File: src/include/ser_pkg.sv
// shared constants and types for the status and event reporting block
package ser_pkg;
    // standard event register bit positions
    localparam int BIT_OPC   = 0;   // operation complete
    localparam int BIT_QUERY = 2;   // query fault
    localparam int BIT_INTF  = 3;   // internal fault
    localparam int BIT_EXEC  = 4;   // execution fault
    localparam int BIT_SYNTX = 5;   // syntax fault
    localparam int BIT_PWRUP = 7;   // power-up flag
    // status summary byte bit positions
    localparam int BIT_RESP  = 4;   // response waiting
    localparam int BIT_STD   = 5;   // standard summary
    localparam int BIT_MSS   = 6;   // master summary / service request
    // writable bits of each register; unused bits read as zero
    localparam logic [7:0] STD_USED   = 8'hbd;
    localparam logic [7:0] DEV0_USED  = 8'hdf;
    localparam logic [7:0] DEV1_USED  = 8'h7f;
    localparam logic [7:0] DEV2_USED  = 8'hff;
    localparam logic [7:0] DEV3_USED  = 8'hff;
    localparam logic [7:0] SRQ_USED   = 8'hbf;
    localparam logic [7:0] ZERO_BYTE  = 8'h00;
    // device register 1 judgement positions
    localparam int BIT_PPASS = 1;
    localparam int BIT_SPASS = 4;
    localparam int BIT_AND   = 6;
    // register selector for queries and mask writes
    typedef enum logic [3:0] {
        SEL_STB  = 4'h0,   // status summary byte
        SEL_SRE  = 4'h1,   // service request mask
        SEL_ESR  = 4'h2,   // standard event register
        SEL_ESE  = 4'h3,   // standard event mask
        SEL_DR0  = 4'h4,   // device event registers 0..3
        SEL_DR1  = 4'h5,
        SEL_DR2  = 4'h6,
        SEL_DR3  = 4'h7,
        SEL_DM0  = 4'h8,   // device event masks 0..3
        SEL_DM1  = 4'h9,
        SEL_DM2  = 4'ha,
        SEL_DM3  = 4'hb
    } ser_sel_t;
    // operation-complete tracking
    typedef enum logic [0:0] {
        OPC_IDLE = 1'b0,
        OPC_WAIT = 1'b1
    } ser_opc_t;
endpackage : ser_pkg

File: src/rtl/ser_evreg.sv
// one latched 8-bit event register with enable mask and summary output
`timescale 1ns/1ps
module ser_evreg (
    input  wire logic       i_clk,     // system clock
    input  wire logic       i_srst,    // sync reset, high
    input  wire logic [7:0] i_used,    // implemented bit positions
    input  wire logic [7:0] i_set,     // event pulses
    input  wire logic       i_clear,   // clear-status or own query
    input  wire logic       i_mask_we, // mask write strobe
    input  wire logic [7:0] i_mask_wd, // mask write data
    output logic      [7:0] o_event,   // latched events
    output logic      [7:0] o_mask,    // enable mask
    output logic            o_summary  // or of enabled events
);
    import ser_pkg::*;
    // events latch until cleared; a new event in the clear cycle survives
    always_ff @(posedge i_clk) begin
        if (i_srst) begin
            o_event <= ZERO_BYTE;
        end else if (i_clear) begin
            o_event <= i_set & i_used;
        end else begin
            o_event <= (o_event | i_set) & i_used;
        end
    end
    // mask resets to zero and keeps only implemented bits
    always_ff @(posedge i_clk) begin
        if (i_srst) begin
            o_mask <= ZERO_BYTE;
        end else if (i_mask_we) begin
            o_mask <= i_mask_wd & i_used;
        end
    end
    // summary is continuous and combinational over the latched state
    assign o_summary = |(o_event & o_mask);
endmodule : ser_evreg

File: src/rtl/ser_top.sv
// status and event reporting block: event registers, summary, requests
`timescale 1ns/1ps
module ser_top (
    input  wire logic             I_CLK,          // 200 MHz system clock
    input  wire logic             I_SRST,         // sync reset / power-up
    // register access from the command parser
    input  wire logic             I_RD,           // query strobe
    input  wire logic             I_WR,           // mask write strobe
    input  wire ser_pkg::ser_sel_t I_SEL,         // register selector
    input  wire logic [7:0]       I_WDATA,        // mask write data
    input  wire logic             I_CLS,          // clear-status command
    // standard events from parser, executor and queue
    input  wire logic             I_SYNTAX_ERR,   // syntax fault pulse
    input  wire logic             I_EXEC_ERR,     // execution fault pulse
    input  wire logic             I_INTERNAL_ERR, // internal fault pulse
    input  wire logic             I_QUERY_ERR,    // query fault pulse
    input  wire logic             I_OPC_CMD,      // operation-complete cmd
    input  wire logic             I_PENDING,      // earlier messages busy
    input  wire logic             I_SUPPLY_RECOV, // supply failure recovered
    // device events from measurement and comparator
    input  wire logic [7:0]       I_MEAS_EV,      // device register 0 set
    input  wire logic [5:0]       I_JUDGE_EV,     // register 1 bits 0..5
    input  wire logic [7:0]       I_BIN_LO_EV,    // bins 1..8
    input  wire logic [7:0]       I_BIN_HI_EV,    // bins 9..14, no bin, sec
    // interface state
    input  wire logic             I_RESP_AVAIL,   // output queue not empty
    input  wire logic             I_SERIAL_LINK,  // serial link selected
    input  wire logic             I_SERIAL_POLL,  // serial poll pulse
    input  wire logic             I_DEV_CLEAR,    // device clear / selected
    input  wire logic             I_BUS_TRIG,     // group execute trigger
    input  wire logic             I_EXT_TRIG_SEL, // external source chosen
    input  wire logic             I_GO_LOCAL,     // go-to-local
    input  wire logic             I_LOCKOUT,      // local lockout
    input  wire logic             I_REMOTE,       // addressed to remote
    input  wire logic             I_TERMINATOR,   // message terminator seen
    // outputs
    output logic [7:0]            O_RDATA,        // query answer
    output logic                  O_RVALID,       // answer valid pulse
    output logic                  O_SRQ,          // service request line
    output logic                  O_CLR_OUTQ,     // empty output queue
    output logic                  O_CLR_INBUF,    // empty input buffer
    output logic                  O_DISCARD,      // drop cmds to terminator
    output logic                  O_SAMPLE,       // one sampling pass
    output logic                  O_REMOTE,       // remote state
    output logic                  O_KEYS_LOCKED   // all front keys disabled
);
    import ser_pkg::*;

    logic [7:0] std_set;                 // standard event set pulses
    logic [7:0] dev_set [4];             // device event set pulses
    logic [7:0] ev      [5];             // latched event registers
    logic [7:0] msk     [5];             // enable masks
    logic [4:0] summ;                    // per-register summaries
    logic [4:0] clr;                     // per-register clears
    logic [4:0] mwe;                     // per-register mask writes
    logic [7:0] used    [5];             // implemented bits per register
    logic [7:0] srq_mask_q;              // service request mask
    logic [7:0] stb_raw;                 // summary byte without bit 6
    logic [7:0] stb_full;                // summary byte as answered
    logic [7:0] stb_prev_q;              // last enabled summary bits
    logic       master_summary_bit;                     // master summary, combinational
    logic       srq_q;                   // service request flag
    logic       pwr_q;                   // first cycle after reset
    ser_opc_t   opc_q;                   // operation-complete tracker
    logic       opc_done;                // drain finished this cycle
    logic       discard_q;               // discarding to terminator
    logic       remote_q;                // remote state
    logic       lock_q;                  // lockout state

    // query selector match, used for clear-on-read and mask writes
    function automatic logic sel_is(input ser_sel_t s, input ser_sel_t t);
        sel_is = (s == t);
    endfunction : sel_is

    // power-up flag is raised in the first cycle after reset release
    always_ff @(posedge I_CLK) begin
        if (I_SRST) begin
            pwr_q <= 1'b1;
        end else begin
            pwr_q <= 1'b0;
        end
    end

    // operation complete waits for earlier messages to finish
    always_ff @(posedge I_CLK) begin
        if (I_SRST) begin
            opc_q <= OPC_IDLE;
        end else begin
            case (opc_q)
                OPC_IDLE: begin
                    if (I_OPC_CMD && I_PENDING) begin
                        opc_q <= OPC_WAIT;
                    end
                end
                OPC_WAIT: begin
                    if (!I_PENDING) begin
                        opc_q <= OPC_IDLE;
                    end
                end
                default: opc_q <= OPC_IDLE;
            endcase
        end
    end
    assign opc_done = (I_OPC_CMD && !I_PENDING) ||
                      (opc_q == OPC_WAIT && !I_PENDING);

    // standard event pulses; user and control request bits stay zero
    always_comb begin
        std_set            = ZERO_BYTE;
        std_set[BIT_PWRUP] = pwr_q | I_SUPPLY_RECOV;
        std_set[BIT_SYNTX] = I_SYNTAX_ERR;
        std_set[BIT_EXEC]  = I_EXEC_ERR;
        std_set[BIT_INTF]  = I_INTERNAL_ERR;
        std_set[BIT_QUERY] = I_QUERY_ERR;
        std_set[BIT_OPC]   = opc_done;
    end

    // device event pulses laid out per register
    always_comb begin
        dev_set[0] = I_MEAS_EV;
        dev_set[1] = {2'b00, I_JUDGE_EV};
        dev_set[1][BIT_AND] = I_JUDGE_EV[BIT_PPASS] &
                              I_JUDGE_EV[BIT_SPASS];
        dev_set[2] = I_BIN_LO_EV;
        dev_set[3] = I_BIN_HI_EV;
    end

    assign used[0] = STD_USED;
    assign used[1] = DEV0_USED;
    assign used[2] = DEV1_USED;
    assign used[3] = DEV2_USED;
    assign used[4] = DEV3_USED;

    // clears: clear-status for all, query clears only the one read
    assign clr[0] = I_CLS | (I_RD && sel_is(I_SEL, SEL_ESR));
    assign clr[1] = I_CLS | (I_RD && sel_is(I_SEL, SEL_DR0));
    assign clr[2] = I_CLS | (I_RD && sel_is(I_SEL, SEL_DR1));
    assign clr[3] = I_CLS | (I_RD && sel_is(I_SEL, SEL_DR2));
    assign clr[4] = I_CLS | (I_RD && sel_is(I_SEL, SEL_DR3));
    // only masks accept writes; status registers ignore them
    assign mwe[0] = I_WR && sel_is(I_SEL, SEL_ESE);
    assign mwe[1] = I_WR && sel_is(I_SEL, SEL_DM0);
    assign mwe[2] = I_WR && sel_is(I_SEL, SEL_DM1);
    assign mwe[3] = I_WR && sel_is(I_SEL, SEL_DM2);
    assign mwe[4] = I_WR && sel_is(I_SEL, SEL_DM3);

    // five event registers: standard first, then device 0..3
    genvar g;
    generate
        for (g = 0; g < 5; g++) begin : g_reg
            ser_evreg u_reg (
                .i_clk     (I_CLK),
                .i_srst    (I_SRST),
                .i_used    (used[g]),
                .i_set     ((g == 0) ? std_set : dev_set[(g == 0) ? 0 : g-1]),
                .i_clear   (clr[g]),
                .i_mask_we (mwe[g]),
                .i_mask_wd (I_WDATA),
                .o_event   (ev[g]),
                .o_mask    (msk[g]),
                .o_summary (summ[g])
            );
        end
    endgenerate

    // service request mask, bit 6 not maskable and reads zero
    always_ff @(posedge I_CLK) begin
        if (I_SRST) begin
            srq_mask_q <= ZERO_BYTE;
        end else if (I_WR && sel_is(I_SEL, SEL_SRE)) begin
            srq_mask_q <= I_WDATA & SRQ_USED;
        end
    end

    // summary byte, bit 6 added below
    always_comb begin
        stb_raw          = ZERO_BYTE;
        stb_raw[3:0]     = summ[4:1];
        stb_raw[BIT_RESP] = I_RESP_AVAIL & ~I_SERIAL_LINK;
        stb_raw[BIT_STD] = summ[0];
    end
    // master summary follows the enabled events, clears with them
    assign master_summary_bit = |(stb_raw & srq_mask_q);
    // answer form of the byte carries the master bit at its own position
    always_comb begin
        stb_full          = stb_raw;
        stb_full[BIT_MSS] = master_summary_bit;
    end

    // request raised on a zero-to-one of any enabled summary bit
    always_ff @(posedge I_CLK) begin
        if (I_SRST) begin
            stb_prev_q <= ZERO_BYTE;
            srq_q      <= 1'b0;
        end else begin
            stb_prev_q <= stb_raw & srq_mask_q;
            if (|((stb_raw & srq_mask_q) & ~stb_prev_q)) begin
                srq_q <= 1'b1;
            end else if (I_SERIAL_POLL) begin
                srq_q <= 1'b0;
            end
        end
    end

    // query answers one cycle after the strobe; reads see pre-clear value
    always_ff @(posedge I_CLK) begin
        if (I_SRST) begin
            O_RDATA  <= ZERO_BYTE;
            O_RVALID <= 1'b0;
        end else begin
            O_RVALID <= I_RD;
            if (I_RD) begin
                case (I_SEL)
                    SEL_STB: O_RDATA <= stb_full;
                    SEL_SRE: O_RDATA <= srq_mask_q;
                    SEL_ESR: O_RDATA <= ev[0];
                    SEL_ESE: O_RDATA <= msk[0];
                    SEL_DR0: O_RDATA <= ev[1];
                    SEL_DR1: O_RDATA <= ev[2];
                    SEL_DR2: O_RDATA <= ev[3];
                    SEL_DR3: O_RDATA <= ev[4];
                    SEL_DM0: O_RDATA <= msk[1];
                    SEL_DM1: O_RDATA <= msk[2];
                    SEL_DM2: O_RDATA <= msk[3];
                    SEL_DM3: O_RDATA <= msk[4];
                    default: O_RDATA <= ZERO_BYTE;
                endcase
            end
        end
    end

    // service request line straight from its flag
    assign O_SRQ = srq_q;

    // queue and buffer clears, trigger, one-cycle pulses
    always_ff @(posedge I_CLK) begin
        if (I_SRST) begin
            O_CLR_OUTQ  <= 1'b0;
            O_CLR_INBUF <= 1'b0;
            O_SAMPLE    <= 1'b0;
        end else begin
            O_CLR_OUTQ  <= I_QUERY_ERR | I_DEV_CLEAR;
            O_CLR_INBUF <= I_DEV_CLEAR;
            O_SAMPLE    <= I_BUS_TRIG & I_EXT_TRIG_SEL;
        end
    end

    // discard after syntax fault until the terminator arrives or a device clear
    always_ff @(posedge I_CLK) begin
        if (I_SRST) begin
            discard_q <= 1'b0;
        end else if (I_TERMINATOR || I_DEV_CLEAR) begin
            discard_q <= 1'b0;
        end else if (I_SYNTAX_ERR) begin
            discard_q <= 1'b1;
        end
    end
    assign O_DISCARD = discard_q;

    // remote and lockout state; lockout survives go-to-local
    always_ff @(posedge I_CLK) begin
        if (I_SRST) begin
            remote_q <= 1'b0;
            lock_q   <= 1'b0;
        end else begin
            if (I_GO_LOCAL) begin
                remote_q <= 1'b0;
            end else if (I_REMOTE) begin
                remote_q <= 1'b1;
            end
            if (I_LOCKOUT) begin
                lock_q <= 1'b1;
            end
        end
    end
    assign O_REMOTE      = remote_q;
    assign O_KEYS_LOCKED = lock_q;

    // assertions
    property p_srq_rise;
        @(posedge I_CLK) disable iff (I_SRST)
        (|((stb_raw & srq_mask_q) & ~stb_prev_q)) |=> O_SRQ;
    endproperty
    a_srq_rise: assert property (p_srq_rise)
        else $error("request not raised on enabled rise");
    property p_poll_clear;
        @(posedge I_CLK) disable iff (I_SRST)
        (O_SRQ && I_SERIAL_POLL &&
         !(|((stb_raw & srq_mask_q) & ~stb_prev_q))) |=> !O_SRQ;
    endproperty
    a_poll_clear: assert property (p_poll_clear)
        else $error("serial poll did not clear request");
    property p_esr_query_clear;
        @(posedge I_CLK) disable iff (I_SRST)
        (I_RD && I_SEL == SEL_ESR && std_set == ZERO_BYTE) |=>
        (ev[0] == ZERO_BYTE);
    endproperty
    a_esr_query_clear: assert property (p_esr_query_clear)
        else $error("standard register not cleared by query");
    property p_pwrup;
        @(posedge I_CLK) $fell(I_SRST) |=> ev[0][BIT_PWRUP];
    endproperty
    a_pwrup: assert property (p_pwrup)
        else $error("power-up flag missing");
    property p_trig;
        @(posedge I_CLK) disable iff (I_SRST)
        (I_BUS_TRIG && !I_EXT_TRIG_SEL) |=> !O_SAMPLE;
    endproperty
    a_trig: assert property (p_trig)
        else $error("sample on trigger without external source");
    property p_and_bit;
        @(posedge I_CLK) disable iff (I_SRST)
        (!clr[2] && I_JUDGE_EV[BIT_PPASS] && I_JUDGE_EV[BIT_SPASS])
        |=> ev[2][BIT_AND];
    endproperty
    a_and_bit: assert property (p_and_bit)
        else $error("pass-and bit not set");
    property p_serial_resp;
        @(posedge I_CLK) disable iff (I_SRST)
        (I_RD && I_SEL == SEL_STB && I_SERIAL_LINK) |=>
        !O_RDATA[BIT_RESP];
    endproperty
    a_serial_resp: assert property (p_serial_resp)
        else $error("response bit set on serial link");
    property p_devclr;
        @(posedge I_CLK) disable iff (I_SRST)
        I_DEV_CLEAR |=> (O_CLR_OUTQ && O_CLR_INBUF);
    endproperty
    a_devclr: assert property (p_devclr)
        else $error("device clear did not empty queues");
endmodule : ser_top

File: config.mk
export PLATFORM = sky130hd
export DESIGN_NAME = ser_top
export DESIGN_NICKNAME = d
export VERILOG_FILES = /design/src/include/ser_pkg.sv /design/src/rtl/ser_evreg.sv /design/src/rtl/ser_top.sv
export SDC_FILE = /design/constraint.sdc
export NUM_CORES = 1
export LEC_CHECK = 0
export ABC_CLOCK_PERIOD_IN_PS = 2950
export BUFFER_PORTS_ARGS = -buffer_cell sky130_fd_sc_hd__buf_4
export CORE_ASPECT_RATIO = 0.75
export CORE_MARGIN = 4
export CORE_UTILIZATION = 58
export CTS_CLUSTER_SIZE = 25
export DETAILED_ROUTE_END_ITERATION = 10
export PLACE_DENSITY = 0.79
export SYNTH_ARGS = -nofsm -noshare
export SYNTH_HDL_FRONTEND = slang
export SYNTH_HIERARCHICAL = 1
export SYNTH_SLANG_ARGS = --single-unit
File: constraint.sdc
create_clock -name I_CLK -period 2.95 [get_ports I_CLK]
set_input_delay 0.7375 -clock I_CLK [delete_from_list [all_inputs] [get_ports I_CLK]]
set_output_delay 0.7375 -clock I_CLK [all_outputs]
set_load 0.01 [all_outputs]
==> impl_metrics.toml <==
[final_layout]
regArea_um2 = 2222
syn_to_final_growth_pct = 21.57
antenna_cells = 0
nFillCells = 749
drive_gt1_share_pct = 32.46
layout_commonest_cell = "dfxtp_1"
multiInputGateArea_um2 = 3541
layout_common_cells = "dfxtp_1 (111), buf_4 (91), conb_1 (83)"
fin_nets = 783

[hold_path]
min_to = "O_KEYS_LOCKED"
hold_depth = 2
min_path_type = "reg -> reg"
hp-start = "O_KEYS_LOCKED"

[synthesis]
synth.largest_area_cell = "dfxtp_1"
syn_inst = 563
synth_area_leaders = "dfxtp_1 (39%), o211a_1 (7.3%), nand3_2 (7.2%), a21oi_2 (6.1%), nor2b_1 (4.8%)"
synth_warnings = 6
synth_top_family_by_area = "simple AND/OR/NAND/NOR gates"
synthXorXnorAreaFrac_pct = 0
synth_ff_type = "dfxtp_1"
synth_seq_area_share_pct = 38.85
synth_top_area_share_pct = 38.85
avgSynthCellArea_um2 = 10.16
ys_seq_elements = 111
yosys.area_share.simple_pct = 26.40
synth_fa_ha_area_share_pct = 0
synth-edff-count = 0
ys_types = 56
async_flop_share_pct = 0
synth_mux_area_share_pct = 6.452
synth_compound_area_share_pct = 23.60
syn_area_um2 = 5720

[worst_setup_path]
path_delay_family = "buffers and inverters"
critical_path_buf_inv_count = 2
reg2reg_to = "O_RDATA[3]"
critPathKind = "in -> reg"
reg2reg_depth = 5
cpPeakStageDelay_ps = 420
cp-end-kind = "register"
critical_path_arrival_ps = 2290
rr_startpoint = "g_reg[4].u_reg/o_event[6]"
crit_path_max_fanout = 28
r2r_slack_ps = 1090
crit_path_start_kind = "primary input"
slowest_stage = "or3b_1"
path_cells = "buf_4, or3b_1, o21ai_0, buf_4, nor2b_1, o211a_1"
cpMostUsedCell = "buf_4"
worst_ep_required_time_ps = 3200

[power]
p_leak_nw = 3.015
internal-power_mw = 2.287
p_sw_share_pct = 26.01
comb_power_share_pct = 11.5
pwr-share-clk_pct = 37.6
p_total_mw = 3.091
p_switching_mw = 0.8038
seq_power_share_pct = 50.9
irDropWorstVdd_uv = 374.8
power-per-cell-area_nw_per_um2 = 444.4

[detailed_routing]
dr_total_vias = 4913
wl_met3_um = 1633
vias_per_cell = 5.739
drc = 0
met1Wirelength_um = 7319
drtIter0Drc = 489
dr.pass1.iters = 5
top_layer = "met4"
dr_wl_met2_um = 7353
ant_nets = 0
wl_um = 16650
wl_per_cell_um = 19.45

[die]
core_area_um2 = 9619
die_h_um = 94.01
ios = 80
die_w_um = 122.7
rows = 31
dieArea_um2 = 11530
start_util_pct = 59.47

[sta]
rsz0062_at_grt = "no"
clock_skew_ps = 7.061
fmax_mhz = 489.8
setup_viol = 0
slew_viol_final = 0
period_needed_ps = 2042
fin_crit_sh_pct = 69.21
hold_viol = 0
finalSetupTns_ps = 0

[place]
hpwlAfterDp_um = 12390
gp_congestion = 1.011
portBuffers = 79

[status]
status = "finished clean"

[global_route]
overflow = 0
antenna_found_initial = 0
grt_pass1_vias = 4757
grt_pass1_wl_um = 25870
grt_usage_pct = 29.71
grt_max_degree = 40

[run]
maxCapViolCount = 0

[clock_network]
ctsHtreeMaxLevel = 3
clock_tree.buffer_depth = 2
post_cts_resized = 0
cts_buffers = 9
cts.sinks = 111
cts_hold_buffers = 0
clkLatencyLatePin_ps = 350
root_buffer = "clkbuf_16"
post_cts_buffers = 0
clkTransAtPathRegs_ps = 70
cts_tree = "yes"
[tightest hold or removal path, cell delays in order (launching register included)]
cell and delay [ps]:
dfxtp_1 330, nor2_1 50, nor2_1 60
[kinds of logic after synthesis]
| group | after synthesis |
|---|---|
| AND/OR/NAND/NOR | 220 |
| AO/OA/AOI/OAI | 162 |
| flip-flops | 111 |
| buffers and inverters | 38 |
| multiplexers | 30 |
| other | 2 |
[power by group through the flow]
stage / logic, mW / registers, mW / clock network (mW)
after floorplan: 0.201 / 1.59 / 0
after global placement: 0.337 / 1.61 / 0
final: 0.355 / 1.57 / 1.16
after global routing: 0.382 / 1.58 / 1.24
after CTS: 0.346 / 1.57 / 1.18
after detailed placement: 0.344 / 1.61 / 0
[worst max path at each step]
stage	startpoint	depth (start not counted)	slack, ps	to
2_1_floorplan	I_SEL[1]	7	430	g_reg[0].u_reg/o_event[0]
3_3_place_gp	I_SEL[0]	5	610	O_RDATA[0]
3_5_place_dp	I_SEL[2]	6	590	g_reg[1].u_reg/o_event[0]
4_1_cts	I_SEL[2]	6	960	g_reg[1].u_reg/o_event[0]
5_1_grt	I_SEL[0]	5	840	O_RDATA[0]
6_report	I_SEL[2]	6	910	g_reg[1].u_reg/o_event[0]
[metrics by stage]
stage          worst slack (ps)  instances  hold WS, ps  area [um^2]  utilization (%)
2_1_floorplan             427.7        644        456.1         6025                -
3_3_place_gp              609.2        840        458.6         6669            69.33
3_5_place_dp              591.3        840        466.9         6669            69.33
4_1_cts                   955.1        856        482.8         6954            72.29
5_1_grt                   839.1        856        509.2         6954            72.29
6_report                  908.4        856        473.4         6954            72.29
[final cells by class]
| class | count | area share [%] |
|---|---|---|
| clock inverters | 6 | 0.6657 |
| well taps | 132 | 2.375 |
| clock buffers | 10 | 3.436 |
| repair buffers | 92 | 10.11 |
| multi-input cells | 495 | 50.92 |
| flip-flops and latches | 111 | 31.95 |
| inverters | 10 | 0.5398 |
[Yosys cell counts (6+ instances only)]
library cell,n
a22oi_1,24
nand3b_1,8
nand3_2,41
nor2_1,32
inv_2,6
buf_6,10
a31oi_1,10
nand2b_2,30
nand3_1,7
a21oi_2,40
mux2i_1,23
nand2b_1,11
o211a_1,42
dfxtp_1,111
o21ai_0,13
nand2_1,18
nor2b_1,44
buf_4,10
[routing by layer]
| layer | up-vias | track usage, % |
|---|---|---|
| met2 | 234 | 44.43 |
| met5 | - | 0.9615 |
| li1 | 2306 | - |
| met4 | 0 | 9.226 |
| met3 | 27 | 7.887 |
| met1 | 2346 | 41.66 |
[flip-flops by register name (all words and copies together) (netlist names), 6 cells and up]
register and cells:
g.u_reg/o_mask 40, stb_prev_q 6, O_RDATA 8, srq_mask_q 7, g.u_reg/o_event 40
No activity file was read; power rests on OpenSTA's default activity.
